`src/agu_defines.svh`:
```
// Constants for the address generation unit: offsets, codes and reset values.
// Assumes inclusion by the modules of this block only.
`ifndef AGU_DEFINES_SVH
`define AGU_DEFINES_SVH
`define AGU_TABLE_BASE   16'h0040
`define AGU_SHORT_UPPER  7'h7f
`define AGU_SHORT_SPLIT  8'h20
`define AGU_SFR_BASE     16'hff00
`define AGU_OP_PUSH_DE   8'haa
`define AGU_PAIR_AX      2'h0
`define AGU_PAIR_DE      2'h2
`define AGU_PAIR_HL      2'h3
`define AGU_ADDR_RESET   16'h0000
`endif

```
`src/agu_pkg.sv`:
```
// Types shared by the address generation unit.
// Assumes the defines header is available on the include path.
package agu_pkg;
  typedef enum logic [3:0] {
    AGU_M_NONE     = 4'h0,
    AGU_M_ABS      = 4'h1,
    AGU_M_TABLE    = 4'h2,
    AGU_M_REG_BR   = 4'h3,
    AGU_M_DIRECT   = 4'h4,
    AGU_M_SHORT    = 4'h5,
    AGU_M_SFR      = 4'h6,
    AGU_M_REG      = 4'h7,
    AGU_M_INDIRECT = 4'h8,
    AGU_M_BASED    = 4'h9,
    AGU_M_STACK    = 4'ha
  } agu_mode_t;

  typedef enum logic [1:0] {
    AGU_S_IDLE = 2'b00,
    AGU_S_LOW  = 2'b01,
    AGU_S_HIGH = 2'b10
  } agu_state_t;

  typedef struct packed {
    logic        valid;
    agu_mode_t   mode;
    logic [7:0]  opcode;
    logic [15:0] absolute_target;
    logic [7:0]  operand;
    logic [2:0]  reg_code;
    logic [1:0]  pair_register_code;
  } agu_req_t;

  typedef struct packed {
    logic [15:0] accumulator_pair;
    logic [15:0] pointer_pair_two;
    logic [15:0] base_pointer_pair;
    logic [15:0] stack_pointer;
  } agu_regs_t;

  typedef struct packed {
    logic        pc_load;
    logic [15:0] program_counter;
    logic        mem_valid;
    logic [15:0] mem_addr;
    logic        reg_valid;
    logic [2:0]  reg_sel;
    logic        reg_pair;
    logic        stack_use;
    logic        push_pointer_pair_two;
  } agu_out_t;
endpackage

```
`src/agu_table_reader.sv`:
```
// Fetches a 16-bit vector from the call table one byte at a time.
// Assumes each byte returns one cycle after its request is raised here.
`include "agu_defines.svh"
module agu_table_reader
  import agu_pkg::*;
(
  input  wire logic        clk,
  input  wire logic        rst,
  input  wire logic        start,
  input  wire logic [4:0]  vector_index,
  input  wire logic [7:0]  rd_data,
  output logic             rd_req,
  output logic [15:0]      rd_addr,
  output logic             done,
  output logic [15:0]      target
);
  typedef struct packed {
    agu_state_t  st;
    logic        rd_req;
    logic [15:0] rd_addr;
    logic        done;
    logic [7:0]  low_byte;
  } agu_tr_t;

  agu_tr_t s_q;
  agu_tr_t s_d;

  always_comb begin
    s_d = s_q;
    s_d.done = 1'b0;
    s_d.rd_req = 1'b0;
    unique case (s_q.st)
      AGU_S_IDLE: begin
        if (start) begin
          s_d.rd_addr = 16'(`AGU_TABLE_BASE +
            {10'h000, vector_index, 1'b0});
          s_d.rd_req = 1'b1;
          s_d.st = AGU_S_LOW;
        end
      end
      AGU_S_LOW: begin
        s_d.rd_addr = 16'(s_q.rd_addr + 16'h0001);
        s_d.rd_req = 1'b1;
        s_d.st = AGU_S_HIGH;
      end
      AGU_S_HIGH: begin
        s_d.low_byte = rd_data;
        s_d.done = 1'b1;
        s_d.st = AGU_S_IDLE;
      end
      default: s_d.st = AGU_S_IDLE;
    endcase
  end

  always_ff @(posedge clk) begin
    if (rst) begin
      s_q <= '0;
    end else begin
      s_q <= s_d;
    end
  end

  assign rd_req = s_q.rd_req;
  assign rd_addr = s_q.rd_addr;
  assign done = s_q.done;
  // High byte is still on the bus in the done cycle
  assign target = {rd_data, s_q.low_byte};

  a_entry_even: assert property (@(posedge clk) disable iff (rst)
    (s_q.st == AGU_S_LOW) |-> (s_q.rd_addr[0] == 1'b0 &&
      s_q.rd_addr[15:6] == 10'h001))
    else $error("table entry address not even inside table");
endmodule

```
`src/agu_core.sv`:
```
// Effective address generation for branch targets and operands.
// Assumes decoded fields arrive from the decoder on the core clock.
`include "agu_defines.svh"
module agu_core
  import agu_pkg::*;
(
  input  wire logic        clk,
  input  wire logic        rst,
  input  wire agu_req_t    req,
  input  wire agu_regs_t   regs,
  input  wire logic [7:0]  tbl_rd_data,
  output agu_out_t         out,
  output logic             tbl_rd_req,
  output logic [15:0]      tbl_rd_addr,
  output logic             busy
);
  typedef struct packed {
    agu_out_t o;
    logic     busy;
  } agu_st_t;

  agu_st_t s_q;
  agu_st_t s_d;
  logic        tr_done;
  logic [15:0] tr_target;
  logic        tr_start;
  logic        tr_req;
  logic [15:0] tr_addr;
  logic [15:0] tr_addr_q;
  logic        tr_req_q;

  assign tr_start = req.valid && !s_q.busy && req.mode == AGU_M_TABLE;

  agu_table_reader u_tr (
    .clk          (clk),
    .rst          (rst),
    .start        (tr_start),
    .vector_index (req.operand[5:1]),
    .rd_data      (tbl_rd_data),
    .rd_req       (tr_req),
    .rd_addr      (tr_addr),
    .done         (tr_done),
    .target       (tr_target)
  );

  always_ff @(posedge clk) begin
    if (rst) begin
      tr_req_q <= 1'b0;
      tr_addr_q <= `AGU_ADDR_RESET;
    end else begin
      tr_req_q <= tr_req;
      tr_addr_q <= tr_addr;
    end
  end

  always_comb begin
    s_d = s_q;
    s_d.o.pc_load = 1'b0;
    s_d.o.mem_valid = 1'b0;
    s_d.o.reg_valid = 1'b0;
    s_d.o.stack_use = 1'b0;
    s_d.o.push_pointer_pair_two = 1'b0;
    if (tr_done) begin
      s_d.o.pc_load = 1'b1;
      s_d.o.program_counter = tr_target;
      s_d.busy = 1'b0;
    end else if (req.valid && !s_q.busy) begin
      unique case (req.mode)
        AGU_M_NONE: begin
        end
        AGU_M_ABS: begin
          s_d.o.pc_load = 1'b1;
          s_d.o.program_counter = req.absolute_target;
        end
        AGU_M_TABLE: begin
          s_d.busy = 1'b1;
        end
        AGU_M_REG_BR: begin
          s_d.o.pc_load = 1'b1;
          s_d.o.program_counter = regs.accumulator_pair;
        end
        AGU_M_DIRECT: begin
          s_d.o.mem_valid = 1'b1;
          s_d.o.mem_addr = req.absolute_target;
        end
        AGU_M_SHORT: begin
          s_d.o.mem_valid = 1'b1;
          s_d.o.mem_addr = {`AGU_SHORT_UPPER,
            (req.operand < `AGU_SHORT_SPLIT), req.operand};
        end
        AGU_M_SFR: begin
          s_d.o.mem_valid = 1'b1;
          s_d.o.mem_addr = `AGU_SFR_BASE | {8'h00, req.operand};
        end
        AGU_M_REG: begin
          s_d.o.reg_valid = 1'b1;
          s_d.o.reg_pair = 1'b0;
          s_d.o.reg_sel = req.reg_code;
        end
        AGU_M_INDIRECT: begin
          s_d.o.mem_valid = 1'b1;
          s_d.o.mem_addr = (req.pair_register_code == `AGU_PAIR_DE) ?
            regs.pointer_pair_two : regs.base_pointer_pair;
        end
        AGU_M_BASED: begin
          s_d.o.mem_valid = 1'b1;
          s_d.o.mem_addr = 16'(regs.base_pointer_pair +
            {8'h00, req.operand});
        end
        AGU_M_STACK: begin
          s_d.o.mem_valid = 1'b1;
          s_d.o.stack_use = 1'b1;
          s_d.o.mem_addr = regs.stack_pointer;
        end
        default: begin
        end
      endcase
      if (req.mode == AGU_M_REG && req.opcode != `AGU_OP_PUSH_DE &&
          req.reg_code[2] == 1'b0 && req.pair_register_code != 2'h0) begin
        s_d.o.reg_pair = 1'b0;
      end
      if (req.opcode == `AGU_OP_PUSH_DE) begin
        s_d.o.push_pointer_pair_two = 1'b1;
        s_d.o.mem_valid = 1'b1;
        s_d.o.stack_use = 1'b1;
        s_d.o.mem_addr = regs.stack_pointer;
      end
    end
  end

  always_ff @(posedge clk) begin
    if (rst) begin
      s_q <= '0;
    end else begin
      s_q <= s_d;
    end
  end

  assign out = s_q.o;
  assign busy = s_q.busy;
  assign tbl_rd_req = tr_req_q;
  assign tbl_rd_addr = tr_addr_q;

  a_abs_target: assert property (@(posedge clk) disable iff (rst)
    (req.valid && !s_q.busy && !tr_done && req.mode == AGU_M_ABS)
    |=> (out.pc_load && out.program_counter == $past(req.absolute_target)))
    else $error("absolute target not loaded");

  a_abs_pulse: assert property (@(posedge clk) disable iff (rst)
    (req.valid && !s_q.busy && !tr_done && req.mode == AGU_M_ABS
     && req.opcode != `AGU_OP_PUSH_DE)
    |=> (!out.mem_valid && !out.reg_valid))
    else $error("absolute branch raised an operand strobe");

  a_table_done: assert property (@(posedge clk) disable iff (rst)
    tr_start |-> ##[3:4] out.pc_load)
    else $error("table call did not load counter");

  a_table_busy: assert property (@(posedge clk) disable iff (rst)
    tr_start |=> busy)
    else $error("table call did not raise busy");

  a_busy_refuse: assert property (@(posedge clk) disable iff (rst)
    (busy && !tr_done)
    |=> (!out.pc_load && !out.mem_valid && !out.reg_valid))
    else $error("request taken during table call");

  a_busy_clear: assert property (@(posedge clk) disable iff (rst)
    tr_done |=> (!busy && out.pc_load))
    else $error("table call did not finish");

  a_table_quiet: assert property (@(posedge clk) disable iff (rst)
    !busy |-> !tbl_rd_req)
    else $error("table read outside table call");

  a_table_index: assert property (@(posedge clk) disable iff (rst)
    tr_start |-> ##2 (tbl_rd_addr[5:1] == $past(req.operand[5:1], 2)))
    else $error("table index not taken from bits one to five");

  a_table_first: assert property (@(posedge clk) disable iff (rst)
    tr_start |-> ##2 (tbl_rd_req && tbl_rd_addr[0] == 1'b0
      && tbl_rd_addr[15:6] == 10'h001))
    else $error("low byte not read at even table address");

  a_table_second: assert property (@(posedge clk) disable iff (rst)
    tr_start |-> ##3 (tbl_rd_req && tbl_rd_addr[0] == 1'b1
      && tbl_rd_addr[15:6] == 10'h001))
    else $error("high byte not read at odd table address");

  a_table_order: assert property (@(posedge clk) disable iff (rst)
    tr_start |-> ##3 (tbl_rd_addr == 16'($past(tbl_rd_addr) + 16'h0001)))
    else $error("high byte not read after low byte");

  a_table_load: assert property (@(posedge clk) disable iff (rst)
    tr_done |-> (tbl_rd_req && tbl_rd_addr[0])
    ##1 (out.program_counter[15:8] == $past(tbl_rd_data)))
    else $error("high byte of vector not loaded");

  a_reg_branch: assert property (@(posedge clk) disable iff (rst)
    (req.valid && !s_q.busy && !tr_done && req.mode == AGU_M_REG_BR
     && req.opcode != `AGU_OP_PUSH_DE)
    |=> (out.program_counter == $past(regs.accumulator_pair)))
    else $error("accumulator pair not loaded");

  a_reg_pc_pulse: assert property (@(posedge clk) disable iff (rst)
    (req.valid && !s_q.busy && !tr_done && req.mode == AGU_M_REG_BR
     && req.opcode != `AGU_OP_PUSH_DE)
    |=> (out.pc_load && !out.mem_valid))
    else $error("register branch did not load counter");

  a_direct_addr: assert property (@(posedge clk) disable iff (rst)
    (req.valid && !s_q.busy && !tr_done && req.mode == AGU_M_DIRECT
     && req.opcode != `AGU_OP_PUSH_DE)
    |=> (out.mem_valid && out.mem_addr == $past(req.absolute_target)))
    else $error("direct address altered");

  a_short_window: assert property (@(posedge clk) disable iff (rst)
    (req.valid && !s_q.busy && !tr_done && req.mode == AGU_M_SHORT
     && req.opcode != `AGU_OP_PUSH_DE)
    |=> (out.mem_addr >= 16'hfe20 && out.mem_addr <= 16'hff1f &&
         out.mem_addr[7:0] == $past(req.operand)))
    else $error("short direct outside window");

  a_short_upper: assert property (@(posedge clk) disable iff (rst)
    (req.valid && !s_q.busy && !tr_done && req.mode == AGU_M_SHORT
     && req.opcode != `AGU_OP_PUSH_DE)
    |=> (out.mem_addr[15:9] == 7'h7f))
    else $error("short direct upper bits not all ones");

  a_short_ram: assert property (@(posedge clk) disable iff (rst)
    (req.valid && !s_q.busy && !tr_done && req.mode == AGU_M_SHORT
     && req.opcode != `AGU_OP_PUSH_DE && req.operand >= 8'h20)
    |=> (out.mem_addr[15:8] == 8'hfe))
    else $error("short direct missed high-speed RAM");

  a_short_sfr: assert property (@(posedge clk) disable iff (rst)
    (req.valid && !s_q.busy && !tr_done && req.mode == AGU_M_SHORT
     && req.opcode != `AGU_OP_PUSH_DE && req.operand < 8'h20)
    |=> (out.mem_addr[15:5] == 11'h7f8))
    else $error("short direct missed register area");

  a_sfr_addr: assert property (@(posedge clk) disable iff (rst)
    (req.valid && !s_q.busy && !tr_done && req.mode == AGU_M_SFR
     && req.opcode != `AGU_OP_PUSH_DE)
    |=> (out.mem_addr == {8'hff, $past(req.operand)}))
    else $error("special register address wrong");

  a_sfr_valid: assert property (@(posedge clk) disable iff (rst)
    (req.valid && !s_q.busy && !tr_done && req.mode == AGU_M_SFR
     && req.opcode != `AGU_OP_PUSH_DE)
    |=> (out.mem_valid && !out.stack_use && out.mem_addr[15:8] == 8'hff))
    else $error("special register access not strobed");

  a_reg_select: assert property (@(posedge clk) disable iff (rst)
    (req.valid && !s_q.busy && !tr_done && req.mode == AGU_M_REG
     && req.opcode != `AGU_OP_PUSH_DE)
    |=> (out.reg_valid && out.reg_sel == $past(req.reg_code)))
    else $error("register select wrong");

  a_reg_no_mem: assert property (@(posedge clk) disable iff (rst)
    (req.valid && !s_q.busy && !tr_done && req.mode == AGU_M_REG
     && req.opcode != `AGU_OP_PUSH_DE)
    |=> (!out.mem_valid && !out.pc_load && !out.reg_pair))
    else $error("register operand touched memory");

  a_indirect_pair: assert property (@(posedge clk) disable iff (rst)
    (req.valid && !s_q.busy && !tr_done && req.mode == AGU_M_INDIRECT
     && req.opcode != `AGU_OP_PUSH_DE)
    |=> (out.mem_addr == ($past(req.pair_register_code) == 2'h2 ?
         $past(regs.pointer_pair_two) : $past(regs.base_pointer_pair))))
    else $error("indirect pair wrong");

  a_indirect_valid: assert property (@(posedge clk) disable iff (rst)
    (req.valid && !s_q.busy && !tr_done && req.mode == AGU_M_INDIRECT
     && req.opcode != `AGU_OP_PUSH_DE)
    |=> (out.mem_valid && !out.stack_use))
    else $error("indirect access not strobed");

  a_based_sum: assert property (@(posedge clk) disable iff (rst)
    (req.valid && !s_q.busy && !tr_done && req.mode == AGU_M_BASED
     && req.opcode != `AGU_OP_PUSH_DE)
    |=> (out.mem_addr == 16'($past(regs.base_pointer_pair) +
         {8'h00, $past(req.operand)})))
    else $error("based address wrong");

  a_based_valid: assert property (@(posedge clk) disable iff (rst)
    (req.valid && !s_q.busy && !tr_done && req.mode == AGU_M_BASED
     && req.opcode != `AGU_OP_PUSH_DE)
    |=> (out.mem_valid && !out.pc_load && !out.stack_use))
    else $error("based access not strobed");

  a_stack_use: assert property (@(posedge clk) disable iff (rst)
    (req.valid && !s_q.busy && !tr_done && req.mode == AGU_M_STACK)
    |=> (out.stack_use && out.mem_addr == $past(regs.stack_pointer)))
    else $error("stack pointer not used");

  a_stack_pulse: assert property (@(posedge clk) disable iff (rst)
    out.stack_use |-> out.mem_valid)
    else $error("stack access without memory strobe");

  a_push_de: assert property (@(posedge clk) disable iff (rst)
    (req.valid && !s_q.busy && !tr_done && req.opcode == 8'haa)
    |=> (out.push_pointer_pair_two && out.stack_use))
    else $error("push opcode not recognised");

  a_push_addr: assert property (@(posedge clk) disable iff (rst)
    (req.valid && !s_q.busy && !tr_done && req.opcode == `AGU_OP_PUSH_DE)
    |=> (out.mem_valid && out.mem_addr == $past(regs.stack_pointer)))
    else $error("push did not address the stack");

  a_no_push: assert property (@(posedge clk) disable iff (rst)
    !(req.valid && req.opcode == `AGU_OP_PUSH_DE) |=> !out.push_pointer_pair_two)
    else $error("push flagged without push opcode");
endmodule

```
`config.mk`:
```
export PLATFORM = sky130hd
export DESIGN_NAME = agu_core
export DESIGN_NICKNAME = d
export VERILOG_FILES = /design/src/agu_pkg.sv /design/src/agu_table_reader.sv /design/src/agu_core.sv
export VERILOG_INCLUDE_DIRS = /design/src /design/src/src
export SDC_FILE = /design/constraint.sdc
export NUM_CORES = 1
export LEC_CHECK = 0
export CAP_MARGIN = 5
export CORE_AREA = 2 2 94 96
export DETAILED_ROUTE_END_ITERATION = 6
export DIE_AREA = 0 0 96 98
export DONT_BUFFER_PORTS = 1
export PLACE_DENSITY = 0.84
export SLEW_MARGIN = 20
export SYNTH_ARGS = -nofsm -noshare
export SYNTH_HDL_FRONTEND = slang
export SYNTH_SLANG_ARGS = --single-unit
```
`constraint.sdc`:
```
create_clock -name clk -period 2.1 [get_ports clk]
set_input_delay 0.315 -clock clk [delete_from_list [all_inputs] [get_ports clk]]
set_output_delay 0.315 -clock clk [all_outputs]
set_load 0.01 [all_outputs]
```
-- Word level (Yosys, flattened, before mapping)
Cells that the tools add are included.
- register bits: 87
- input port bits: 116
- output and inout bits: 59
- logic and storage cells: 76
- add/subtract/negate cells: 3
- order comparisons: 1
- eq/ne operators: 16
- muxes and demuxes: 15
- bitwise logic cells: 3
- reduce and logical (&&, ||, !) cells: 21
- operator list (operator ; count):
    17-bit case mux with 6 select lines ; 1
    17-bit case mux with 2 select lines ; 2
    42-bit 2-to-1 mux ; 1
    17-bit 2-to-1 mux ; 2
    19-bit 2-to-1 mux ; 1
    16-bit by 1-bit adder with 16-bit output, second input constant ; 1
    16-bit by 8-bit adder with 16-bit output ; 1
    4-bit by 3-bit == test with 1-bit output, second input constant ; 4
    16-bit 2-to-1 mux ; 1
    4-bit == test, second input constant ; 3
    9-bit 2-to-1 mux ; 1
    3-bit AND reduction ; 3
    7-bit by 6-bit adder with 8-bit output, first input constant ; 1
    4-bit by 2-bit == test with 1-bit output, second input constant ; 2
    8-bit == test, second input constant ; 1
    8-bit by 6-bit less-than comparator with 1-bit output, second input constant ; 1
    8-bit != test, second input constant ; 1
    2-bit nonzero test ; 4
    7-bit nonzero test ; 1
    2-bit AND reduction ; 3
    1-bit logical AND ; 5
    5-bit 2-to-1 mux ; 1
    2-bit == test, second input constant ; 2
    4-bit by 1-bit == test with 1-bit output, second input constant ; 1
    11 further kinds ; 15

-- Logic depth before layout (Yosys ltp)
Gate-level depths: netlist (run 1).
- depth in word-level cells: 7
- gate-level depth with buffers: 9
- mapped depth without buffers: 9

-- Modules after synthesis
From an unflattened synthesis (run 1), not the netlist that was laid out.
- cell total of the unflattened synthesis: 626
- area total of the unflattened synthesis: 5071.1 µm²
- modules (own cells, without submodules) (module ; instances ; cells each ; area each (µm²) ; seq. area each (µm²)):
    agu_core ; 1 ; 436 ; 3559.7 ; 1161.1
    agu_table_reader ; 1 ; 190 ; 1511.4 ; 560.5

-- Worst setup path after synthesis (run 1)
No wires, ideal clock.
- kind: input port to flip-flop
- start point: input req[5] in the netlist's numbering
- end point: register s_q (netlist bit out[15])
- setup time: 86 ps
- arrival time: 1884 ps
- required time: 2014 ps
- path slack: 131 ps
- stages on the path: 9
- path buffers: 0
- cell sequence: ha_1 -> inv_1 -> fa_1 -> nand2b_1 -> a21oi_1 -> o21a_1 -> xor2_1 -> nand3_1 -> a211oi_1
- word-level cells in the longest chain between the ends: 3
- elaborated cells on any way between the ends: 4
- those cells by class: add/sub: 1; order compare: 1; mux: 2
- RTL lines (what ; RTL line ; text):
    start, declared ; agu_core.sv:9 ; input wire agu_req_t req,
    16-bit by 8-bit adder with 16-bit output or 8-bit by 6-bit less-than comparator with 1-bit output (tied branches) ; n/a ;
    17-bit case mux with 6 select lines * ; agu_core.sv:68 ; unique case (req.mode)
    17-bit 2-to-1 mux * ; agu_core.sv:122 ; if (req.opcode == `AGU_OP_PUSH_DE) begin
    end signal, assigned ; agu_core.sv:133 ; s_q <= '0;
    end signal, assigned ; agu_core.sv:135 ; s_q <= s_d;
    end, declared ; agu_core.sv:22 ; agu_st_t s_q;
Every way passes the cells marked *; elsewhere a longest branch is shown, timed or not.
A chain may end at the register's enable or synchronous reset.

-- Worst setup path in the final report (run 1)
- start point: register s_q (netlist bit busy)
- end point: register s_q (netlist bit out[17])
- word-level cells in the longest chain between the ends: 3
- RTL lines (what ; RTL line ; text):
    1-bit logical NOT ; agu_core.sv:67 ; end else if (req.valid && !s_q.busy) begin
    1-bit logical AND ; agu_core.sv:67 ;
    3-bit AND reduction (no source line) ; n/a ;
No other way between the ends.

==> run summary, run 1 <==
The overall die area is 9408 sq um. The setup check on the worst reg-to-reg path leaves a slack of 0.1 ns. Buffers placed on the I/O ports in this run total 0.

Timing-limited maximum frequency: 500.0 MHz. The endpoint identified for the worst register-to-register timing path is out[17]$_SDFFE_PP0P_. 0 antenna diodes ended up in the layout. The die is 98 um tall.

The maximum count of clock buffers along a single path was 2. Arrival time of data at the critical path endpoint: 2.27 ns. The number of cells after detailed placement is 696. Data on the critical path is required at its endpoint by 2.37 ns. The setup path with the least slack is of type register to register.

The power density over cell area was 681.1 nW/um^2. The first global-routing pass estimated 23.89 mm of wire. Routed via count: 4822.

The kind of end point of the critical path was a register. The pin count of the biggest net entering global routing was 73. The tools report the final net count as 726.

TritonCTS built the clock tree. The region available for standard cell placement spans 8466 sq um. The critical path starts at busy$_SDFFE_PP0P_. Summing every instance area after synthesis gives 4705 sq um.

The initial standard-cell utilization of the core was 0.5557; the initial antenna violation count was 0. At the pin with the least slew margin, the transition time is 0.7596 ns. The Yosys step of the flow raised 0 warnings.

The design area came out at 5102 sq um. The top-area cell type share of the netlist area is 0.3660. Counting the buffers created by CTS gives 9. The clock-pin slew on the worst setup and hold paths was 0.10 ns. The share of cells above drive strength 1 works out to 0.08595. The cell with the most instances after synthesis was sky130_fd_sc_hd__dfxtp_1.

The H-tree was split into 3 levels. Dividing the synthesized area by the synthesized cell count gives 7.828 sq um. The tools report the all-layer global routing usage as 0.3289. The flow ran to the end, and the final reports show no timing, DRC or antenna violations.

The run gives 713 as the final standard cell count with taps included and fillers excluded. The worst clock skew on the final layout was 0.01770 ns; the number of fill cells was 767. For the worst-skew pair, the clock arrives at the later sink with an insertion delay of 0.37 ns. The worst relative slew slack is 0.4925. The tools report the number of DRC markers in iteration 0 as 405. From synthesis to final layout, the design area changed by 8.457%. The number of nets in the synthesized netlist is 727. Setup violations remaining at the end of the flow were counted as 0. Termination of the worst setup path: out[17]$_SDFFE_PP0P_.

After detailed routing, the number of vias per cell comes to 6.763. Setup repair after global routing left no endpoint under its margin. The instance count along the most critical hold path works out to 1. Counting every instance in the synthesized netlist gives 601.

At the end of routability-driven placement, the weighted congestion stood at 0.9854. The final max-slew violation count is 0, and the static leakage power is 1.892 nW. The share of async-settable or async-resettable flops after synthesis came out at 0.

Global routing finished with a remaining overflow of 0. The overall die width was 96 um. The smallest clock period supported by the final layout is computed as 2.000 ns. The initialized floorplan defines 34 standard-cell rows. The placed instances occupy a cell area of 4857 sq um.

The root buffer cell chosen for the clock tree is sky130_fd_sc_hd__clkbuf_8. The logs give 175 for the I/O pin count and 0 for the remaining antenna violation count after routing. The largest total area in the synthesized netlist belongs to sky130_fd_sc_hd__dfxtp_1.

Among all flip-flop cells after synthesis, the most frequent one is sky130_fd_sc_hd__dfxtp_1. By count the netlist is led by sky130_fd_sc_hd__dfxtp_1 (86), sky130_fd_sc_hd__nor2_1 (81), sky130_fd_sc_hd__nand2_1 (55). The final worst-path cycle share is 0.9525. The number of violations of the max-capacitance limit was 0. The number of global-route vias before repair was 4607.

Counting flops and latches in the post-synthesis netlist gives 86. The worst-case IR drop observed on VDD is 0.0003696 V. Yosys mapped a number of flops with a built-in enable equal to 0. The tightest min-delay check is of the input pin to register type.

Overall power consumption after layout is estimated at 3.475 mW. By area the synthesized netlist is led by sky130_fd_sc_hd__dfxtp_1 (37%), sky130_fd_sc_hd__nor2_1 (6.5%), sky130_fd_sc_hd__a21oi_1 (5.6%), sky130_fd_sc_hd__nand2_1 (4.4%), sky130_fd_sc_hd__o21ai_0 (3.6%). The tools report the hold violation count in the final report as 0. The tools report the source of the worst register-to-register timing path as busy$_SDFFE_PP0P_. The average wire length per cell after detail routing came out at 21.59 um.

The logic depth of the worst register-to-register path came out at 6. The setup TNS after final layout is 0 ns, and the maximum fanout encountered on the critical timing path is 11. The count of TritonRoute iterations in the first routing pass was 5.

Kind of start point of the critical path: a register. The routed design has 15.39 mm of wire. Clock sink total: 86.

The tools report the number of library cell types mapped by synthesis as 61. The post-detailed-route DRC marker count is 0. The sequential cell area fraction in the yosys report was 0.3660; the half-perimeter wire length of the detailed placement result was 11.51 mm.
## where the power goes
group / switching, mW / total, mW / internal [mW]
registers: 0.0475 / 1.72 / 1.67
clock network: 0.657 / 1.34 / 0.685
logic: 0.237 / 0.418 / 0.180
## per-stage QoR
step	util	hold WS, ns	setup WS (ns)
2_1_floorplan	-	0.4138	0.1307
3_3_place_gp	0.5738	0.3924	0.06648
3_5_place_dp	0.5738	0.3954	0.001775
4_1_cts	0.6002	0.006171	0.1612
5_1_grt	0.6027	0.0004581	0.02156
6_report	0.6027	0.008276	0.09983
## worst min path at each step
stage                                 from                    endpoint  slack, ns
finish                                 rst        out[16]$_SDFFE_PP0P_      0.008
global route                           rst        out[10]$_SDFFE_PP0P_     0.0005
CTS                                    rst   tbl_rd_addr[8]$_SDFF_PP0_      0.006
detailed placement                     rst  tbl_rd_addr[15]$_SDFF_PP0_       0.40
global placement                       rst  tbl_rd_addr[15]$_SDFF_PP0_       0.39
floorplan           u_tr.rd_req$_SDFF_PP0_       tbl_rd_req$_SDFF_PP0_       0.41
## cell families (layout without fill, tap and decap cells)
group | Yosys count | in the layout | synth area share
and+or+nand+nor | 251 | 251 | 0.2620
AOI/OAI and AO/OA | 179 | 179 | 0.2455
DFF | 86 | 86 | 0.3660
muxes | 14 | 14 | 0.03032
other | 1 | 1 | 0.0007971
xor gates and xnor gates | 15 | 15 | 0.02792
adders and majority gates | 10 | 10 | 0.02819
buffers and inverters | 45 | 49 | 0.03936
## flip-flops by register name (all words and copies together) (netlist names)
register	count
tbl_rd_addr	16
u_tr.target	8
u_tr.s_q	2
u_tr.done	1
u_tr.rd_req	1
busy	1
tbl_rd_req	1
u_tr.rd_addr	16
out	40
## critical path: stages (launching register included)
cell,delay (ns)
sky130_fd_sc_hd__dfxtp_1,0.43
sky130_fd_sc_hd__nand2b_1,0.23
sky130_fd_sc_hd__or2_2,0.35
sky130_fd_sc_hd__a21o_1,0.36
sky130_fd_sc_hd__a211o_1,0.33
sky130_fd_sc_hd__a21oi_1,0.13
sky130_fd_sc_hd__nor4_1,0.07
## placed cells by master (no fill, tap or decap), types with 3 or more instances in the layout
cell type                  count
sky130_fd_sc_hd__o211ai_1      3
sky130_fd_sc_hd__nor2b_1      21
sky130_fd_sc_hd__a221o_1       3
sky130_fd_sc_hd__clkbuf_8      9
sky130_fd_sc_hd__a211oi_1      7
sky130_fd_sc_hd__ha_1          9
sky130_fd_sc_hd__a21oi_1      53
sky130_fd_sc_hd__a221oi_1     16
sky130_fd_sc_hd__and3_1       12
sky130_fd_sc_hd__nor4_1        4
sky130_fd_sc_hd__nand2b_1     11
sky130_fd_sc_hd__inv_6         4
sky130_fd_sc_hd__a22oi_1       5
sky130_fd_sc_hd__nand3_1      14
sky130_fd_sc_hd__nor2_1       81
sky130_fd_sc_hd__nand4_1       4
sky130_fd_sc_hd__a32oi_1       4
sky130_fd_sc_hd__xor2_1        5
sky130_fd_sc_hd__mux2i_1      12
sky130_fd_sc_hd__or3_1         4
sky130_fd_sc_hd__o21ai_1       8
sky130_fd_sc_hd__buf_4        22
sky130_fd_sc_hd__and2_1        6
sky130_fd_sc_hd__nand2_1      54
sky130_fd_sc_hd__o22ai_1       7
sky130_fd_sc_hd__o21ai_0      34
sky130_fd_sc_hd__inv_1        10
sky130_fd_sc_hd__xnor2_1      10
sky130_fd_sc_hd__a31oi_1       6
sky130_fd_sc_hd__nor3_1       25
sky130_fd_sc_hd__dfxtp_1      86
sky130_fd_sc_hd__o221ai_1      8
sky130_fd_sc_hd__a21o_1        4
## per-layer routing
metal	wire length, um	GRT usage	vias to the layer above	share of wire
met4	655	0.1516	0	0.043
met1	5638	0.3888	2231	0.37
met2	7440	0.5438	344	0.48
met3	1658	0.09259	56	0.11
li1	-	-	2191	-
met5	0	0	-	0
## repair_timing
| action | 4_1_cts | 5_1_grt |
|---|---|---|
| setup buffers | 0 | 0 |
| hold buffers | 0 | 1 |
| gates resized for setup | 0 | 2 |
| hold endpoints to repair | 0 | 7 |
| setup endpoints to repair | 0 | 6 |
## area by class of cell
| type | instances | area (sq um) | share of cell area |
|---|---|---|---|
| multi-input combinational | 470 | 2809 | 0.5505 |
| inverter | 10 | 37.54 | 0.007357 |
| clock buffer | 9 | 123.9 | 0.02428 |
| timing repair buffer | 23 | 175.2 | 0.03433 |
| clock inverter | 7 | 100.1 | 0.01962 |
| sequential | 86 | 1722 | 0.3374 |
| tap | 108 | 135.1 | 0.02648 |
Power figures use the tool's default switching activity.
==> inputs of run 2 (changes only) <==
--- a/config.mk
+++ b/config.mk
@@ -6,11 +6,13 @@
 export SDC_FILE = /design/constraint.sdc
 export NUM_CORES = 1
 export LEC_CHECK = 0
+export ABC_CLOCK_PERIOD_IN_PS = 2100
 export CAP_MARGIN = 5
 export CORE_AREA = 2 2 94 96
 export DETAILED_ROUTE_END_ITERATION = 6
 export DIE_AREA = 0 0 96 98
 export DONT_BUFFER_PORTS = 1
+export HOLD_SLACK_MARGIN = 0.02
 export PLACE_DENSITY = 0.84
 export SLEW_MARGIN = 20
 export SYNTH_ARGS = -nofsm -noshare
==> run summary, run 2 (synthesis results as in run 1) <==
The post-detailed-route DRC marker count was 0; the timing-limited maximum frequency was 498.4 MHz. The tools report the number of core rows as 34. The first global-routing pass estimated 24.34 mm of wire.

The clock drives 86 sinks. The number of buffers inserted by port buffering works out to 0. The final critical-path required period was 2.006 ns; the power density over cell area was 680.3 nW/um^2.

The worst path buffer plus inverter count was 0; the final setup violation count was 0. The routed via count came out at 4830. The clock root buffer was sky130_fd_sc_hd__clkbuf_8. The top cell types in the final layout, fill and taps aside, are sky130_fd_sc_hd__dfxtp_1 (86), sky130_fd_sc_hd__nor2_1 (81), sky130_fd_sc_hd__nand2_1 (54), sky130_fd_sc_hd__a21oi_1 (53), sky130_fd_sc_hd__o21ai_0 (34). The largest incremental delay on the critical path was 0.42 ns; the setup slack of the critical path after layout was 0.09353 ns. For the final routed database, the setup TNS stands at 0 ns. The final net count came out at 728. Clock-pin slew was measured on the worst setup and hold paths at 0.10 ns.

The tools report the worst clock skew on the final layout as 0.01475 ns. The tools report the endpoint with the worst hold slack as out[37]$_SDFFE_PP0P_. The H-tree generated during clock tree synthesis spans 3 levels. TritonCTS built the clock tree. The critical path goes through nand2b_1, or2_2, a21o_1, a211o_1, a21oi_1, nor4_1. The library cell used most frequently in the layout, excluding fill and tap cells, is sky130_fd_sc_hd__dfxtp_1.

The largest voltage drop on the vdd net was 0.0003706 V; the logic depth of the worst register-to-register path was 6. The sum of routed wire length over all layers is 15.71 mm. The share of cells above drive strength 1 is 0.08731. Setup repair after global routing left no endpoint under its margin. Overall power consumption after layout is estimated at 3.491 mW. For the all-layer global routing usage, the log shows 0.3364. 0 antenna diodes ended up in the layout. The number of fill cells is 767, and the final worst-path cycle share is 0.9555. The floorplan step defined a die boundary enclosing 9408 sq um. The largest individual stage delay along the critical path comes from the cell sky130_fd_sc_hd__dfxtp_1. The hold violation count in the final report is 0. Among cell families on the critical path, the largest total delay comes from compound AO/OA/AOI/OAI gates. Initial standard-cell utilization of the core: 0.5557.

The total area inside the core boundary comes to 8466 sq um. The run gives 4660 as the number of global-route vias before repair. By startpoint and endpoint, the worst setup path is classified as register to register.

For the worst setup path, the data required time is 2.36 ns. The initial antenna violation count is 0. Summed over all cells, the static leakage comes to 1.906 nW. The register cell area after layout came out at 1722 sq um.

The final weighted congestion of routability-driven global placement was 0.9854; the average wire length per cell after detail routing was 21.97 um. The tools report the final max-slew violation count as 0. For the count of TritonRoute iterations in the first routing pass, the log shows 5. Clock tree synthesis inserted a total of 9 buffers. The tools report the maximum count of clock buffers along a single path as 2.

The run finished with clean final reports. The maximum fanout encountered on the critical timing path is 11. At the worst endpoint, the arrival time is 2.26 ns. Entering global routing, the biggest net connects 45 pins. The startpoint identified for the worst register-to-register timing path is busy$_SDFFE_PP0P_. Path class of the lowest-slack min-delay path: input pin to register. At the pin with the least slew margin, the transition time is 0.7043 ns. The signed area change from the synthesized netlist to the final layout was 9.096%; the number of violations of the max-capacitance limit was 0. The register with the most flip-flops in the layout has 40 of them. Summed over all layers, the global routing overflow is 0. Kind of end point of the critical path: a register. The startpoint identified for the worst hold timing path is rst. For the worst relative slew slack, the log shows 0.5295.

In this run the register-to-register setup slack is 0.09 ns. out holds more flip-flops than any other register. The instance count along the most critical hold path is 1. STA classifies the critical path startpoint as a register. 175 I/O pins were placed. Once the clock tree was built, the setup fixing pass inserted 0 buffers. In the routed layout, each cell is associated on average with a via count of 6.755. The run gives 0.001775 ns as the pre-CTS worst setup slack. The die extent in y was 98 um; the half-perimeter wire length of the detailed placement result was 11.51 mm.

Summing all multi-input logic gate instances after layout gives 2809 sq um. The capture instance of the worst register-to-register path is out[17]$_SDFFE_PP0P_. The remaining antenna violation count after routing was 0; the overall die width was 96 um. The number of DRC markers in iteration 0 was 383; the latest clock arrival within the worst-skew pair was 0.37 ns.
run 2: worst register-to-register path: cells and delay by family (launching register included):
family	cells	cell delay, ns
and+or+nand+nor	3	0.66
DFF	1	0.42
AOI/OAI and AO/OA	3	0.82
run 2: metrics by stage:
stage	instance area [sq um]	std cells	hold slack, ns	utilization
final	5132	715	0.04027	0.6063
after global placement	4857	696	0.3924	0.5738
after global routing	5132	715	0.02242	0.6063
after detailed placement	4857	696	0.3954	0.5738
after CTS	5111	714	0.02090	0.6038
after floorplan	4705	601	0.4138	-
run 2: worst max path at each step:
| stage | slack, ns | start | depth (start not counted) | endpoint |
|---|---|---|---|---|
| 2_1_floorplan | 0.13 | req[5] | 9 | out[15]$_SDFFE_PP0P_ |
| 3_3_place_gp | 0.07 | req[5] | 10 | out[15]$_SDFFE_PP0P_ |
| 3_5_place_dp | 0.002 | req[12] | 7 | out[16]$_SDFFE_PP0P_ |
| 4_1_cts | 0.15 | busy$_SDFFE_PP0P_ | 6 | out[36]$_SDFFE_PP0P_ |
| 5_1_grt | 0.01 | busy$_SDFFE_PP0P_ | 6 | out[17]$_SDFFE_PP0P_ |
| 6_report | 0.09 | busy$_SDFFE_PP0P_ | 6 | out[17]$_SDFFE_PP0P_ |
run 2: timing repair:
item	CTS	global route
hold buffers	2	1
resized for setup	0	2
hold endpoints to repair	44	8
endpoints found under the setup margin	0	9
run 2: cell type report:
type	instances	area share
clock buffers	9	0.02413
flip-flops and latches	86	0.3354
multi-input cells	470	0.5473
repair buffers	25	0.03998
well taps	108	0.02633
inverters	10	0.007314
clock inverters	7	0.01950
run 2: power by group:
part / switching [mW] / leakage, nW / internal (mW)
combinational: 0.256 / 1.09 / 0.185
clock: 0.650 / 0.115 / 0.685
sequential: 0.0472 / 0.696 / 1.67
run 2: metal layers:
metal  up-vias  share of wire  track usage
met3        62           0.10      0.09028
li1       2192              -            -
met2       335           0.48       0.5620
met1      2241           0.37       0.3999
met4         0          0.045       0.1451
met5         -              0            0
==> inputs of run 3 (changes only) <==
==> constraint.sdc (replaced) <==
create_clock -name clk -period 2.1 [get_ports clk]
set_input_delay 0 -clock clk [delete_from_list [all_inputs] [get_ports clk]]
set_output_delay 0 -clock clk [all_outputs]
set_load 0.01 [all_outputs]
==> run summary, run 3 (synthesis results as in run 1) <==
The flow ran to the end, and the final reports show no timing, DRC or antenna violations. The maximum count of clock buffers along a single path came out at 2. The latest clock arrival within the worst-skew pair was 0.37 ns. In this run the standard cell core region covers 8466 sq um.

For this run the aggregate overflow at the end of global routing stands at 0. After detailed placement, the design holds a cell count of 691. Setup violations remaining at the end of the flow were counted as 0. Buffers placed on the I/O ports in this run total 0. The final worst-path cycle share works out to 0.9670. The path with the worst hold slack has its endpoint at out[14]$_SDFFE_PP0P_.

The most frequent standard cell in the layout excluding fill and tap cells is sky130_fd_sc_hd__dfxtp_1. The worst relative slew slack is 0.5788. The average wire length per cell after detail routing is 21.24 um. The via-per-instance ratio was 6.581. The detail route stage leaves a number of antenna-violating nets equal to 0. The critical path in this run is classified as input pin to register. The final net count was 803; the die extent in y was 98 um. The slew at the pin closest to its max-slew limit is 0.6318 ns, and the hold violation count in the final report is 0. For this design the static power due to leakage is 2.204 nW.

The all-layer global routing usage is 0.3560. For the half-perimeter wire length of the detailed placement result, the log shows 11.25 mm. Routability-driven placement finished with a final weighted congestion of 0.9856.

Measured in cells, the most critical reg-to-reg path has a length of 6. 175 I/O pins were placed. TritonCTS created 9 clock buffers. The worst setup path is launched from an input pin.

Capture instance of the worst register-to-register path: out[17]$_SDFFE_PP0P_. STA puts the critical path data required time at 2.39 ns. The routed design has 16.78 mm of wire. Source of the worst register-to-register timing path: busy$_SDFFE_PP0P_. Leaving out filler cells and counting taps, the final layout contains 790. Top register by number of flip-flops: out. The library cells used most frequently in the layout, excluding fill and tap cells, are sky130_fd_sc_hd__dfxtp_1 (86), sky130_fd_sc_hd__dlygate4sd3_1 (82), sky130_fd_sc_hd__nor2_1 (81), sky130_fd_sc_hd__nand2_1 (55), sky130_fd_sc_hd__a21oi_1 (52). The tools report the startpoint of the most critical hold path as req[12]. The final standard cell utilization of the core came out at 0.6989. The clock sink total is 86, and the number of core rows is 34. Clock-pin slew was measured on the worst setup and hold paths at 0.10 ns. Once the clock tree was built, the setup fixing pass inserted 0 buffers.

0 antenna diodes ended up in the layout. IR analysis of the VDD net gives a maximum drop of 0.0004256 V. Maximum fanout encountered on the critical timing path: 4. The global-route wire length before repair came out at 25.86 mm. TritonCTS built the clock tree. The post-detailed-route DRC marker count was 0; the power density over cell area was 615.7 nW/um^2.

The routed layout has 5199 vias. The final max-slew violation count was 0; the arrival time of data at the critical path endpoint was 2.32 ns. In this run the clock root is driven by a sky130_fd_sc_hd__clkbuf_8.

The overall die width is 96 um. The H-tree was split into 3 levels. The slack of the worst reg-to-reg path is 0.13 ns. Summing internal, switching and leakage power gives 3.643 mW. The path class of the lowest-slack min-delay path was input pin to register.

The pin count of the biggest net entering global routing is 73, and the initial standard-cell utilization of the core is 0.5557. On the final layout, the worst clock skew is 0.01557 ns. The run gives 5018 as the number of global-route vias before repair. STA classifies the critical path endpoint as a register. After layout, the minimum clock period comes to 2.031 ns. Summing all placed instances gives a cell area of 4820 sq um.

Share of cells above drive strength 1: 0.07185. For this run, the detailed router's first-pass iteration total came to 7. The die covers 9408 sq um. Number of violations of the max-capacitance limit: 0. Setup repair after global routing could not meet its margin everywhere. Summing all non-filler instances in the final layout gives an area of 5917 sq um. The initial antenna violation count came out at 0. Along the worst hold path, the cell count comes to 3. The signed area change from the synthesized netlist to the final layout is 25.77%, and the number of DRC markers in iteration 0 is 517. The register with the most flip-flops in the layout has 40 of them.

For this run, the top clock speed supported by timing is 492.4 MHz.
## run 3: cell types whose count changed in the layout (fill, tap and decap cells not counted), moves of 2 or more
cell / previous run / this run
sky130_fd_sc_hd__dlygate4sd3_1: 2 / 82
sky130_fd_sc_hd__clkinvlp_4: 0 / 2
sky130_fd_sc_hd__buf_4: 22 / 17
sky130_fd_sc_hd__a21oi_4: 0 / 2
sky130_fd_sc_hd__inv_6: 4 / 2
## run 3: metal layers
layer,global-route usage,vias to the layer above,part of all wire
met5,0,-,0
met4,0.1813,0,0.053
met3,0.08565,79,0.093
met2,0.5876,385,0.49
met1,0.4238,2398,0.37
li1,-,2337,-
## run 3: cell type report
| cell class | count | area [sq um] |
|---|---|---|
| Clock buffer | 9 | 123.9 |
| Clock inverter | 7 | 103.9 |
| Fill cell | 662 | 2549 |
| Inverter | 10 | 37.54 |
| Multi-Input combinational cell | 470 | 2819 |
| Sequential cell | 86 | 1722 |
| Tap cell | 108 | 135.1 |
| Timing Repair Buffer | 100 | 975.9 |
## run 3: critical path: stages
cell and delay [ns]:
sky130_fd_sc_hd__ha_1 0.16, sky130_fd_sc_hd__inv_1 0.06, sky130_fd_sc_hd__fa_1 0.37, sky130_fd_sc_hd__nand2b_1 0.22, sky130_fd_sc_hd__a21oi_4 0.21, sky130_fd_sc_hd__o21a_1 0.21, sky130_fd_sc_hd__xor2_1 0.17, sky130_fd_sc_hd__nand3_1 0.10
sky130_fd_sc_hd__dlygate4sd3_1 0.59, sky130_fd_sc_hd__a211oi_1 0.23
## run 3: how the worst max path moves through the flow
| stage | startpoint | endpoint | slack (ns) |
|---|---|---|---|
| 5_1_grt | req[5] | out[15]$_SDFFE_PP0P_ | -0.05 |
| 3_3_place_gp | req[5] | out[19]$_SDFFE_PP0P_ | 0.23 |
| 6_report | req[5] | out[15]$_SDFFE_PP0P_ | 0.07 |
| 2_1_floorplan | u_tr.done$_SDFF_PP0_ | out[12]$_SDFFE_PP0P_ | 0.44 |
| 3_5_place_dp | busy$_SDFFE_PP0P_ | u_tr.rd_addr[10]$_SDFFE_PP0P_ | 0.12 |
| 4_1_cts | req[5] | out[15]$_SDFFE_PP0P_ | 0.02 |
## run 3: stage by stage
stage	worst slack [ns]	TNS (ns)	hold slack, ns
after floorplan	0.4370	0	0.1360
after global placement	0.2325	0	0.07604
after detailed placement	0.1240	0	0.07963
after CTS	0.02011	0	0.02052
after global routing	-0.04924	-0.05289	0.02273
final	0.06931	0	0.01599
## run 3: what timing repair did
item | CTS | global route
hold buffers | 81 | 2
hold endpoints to repair | 81 | 1
setup endpoints to repair | 0 | 9
resized for setup | 0 | 4
## run 3: where the power goes
| part | switching [mW] | internal [mW] | total, mW |
|---|---|---|---|
| combinational | 0.307 | 0.275 | 0.582 |
| clock | 0.660 | 0.686 | 1.35 |
| sequential | 0.0474 | 1.67 | 1.72 |
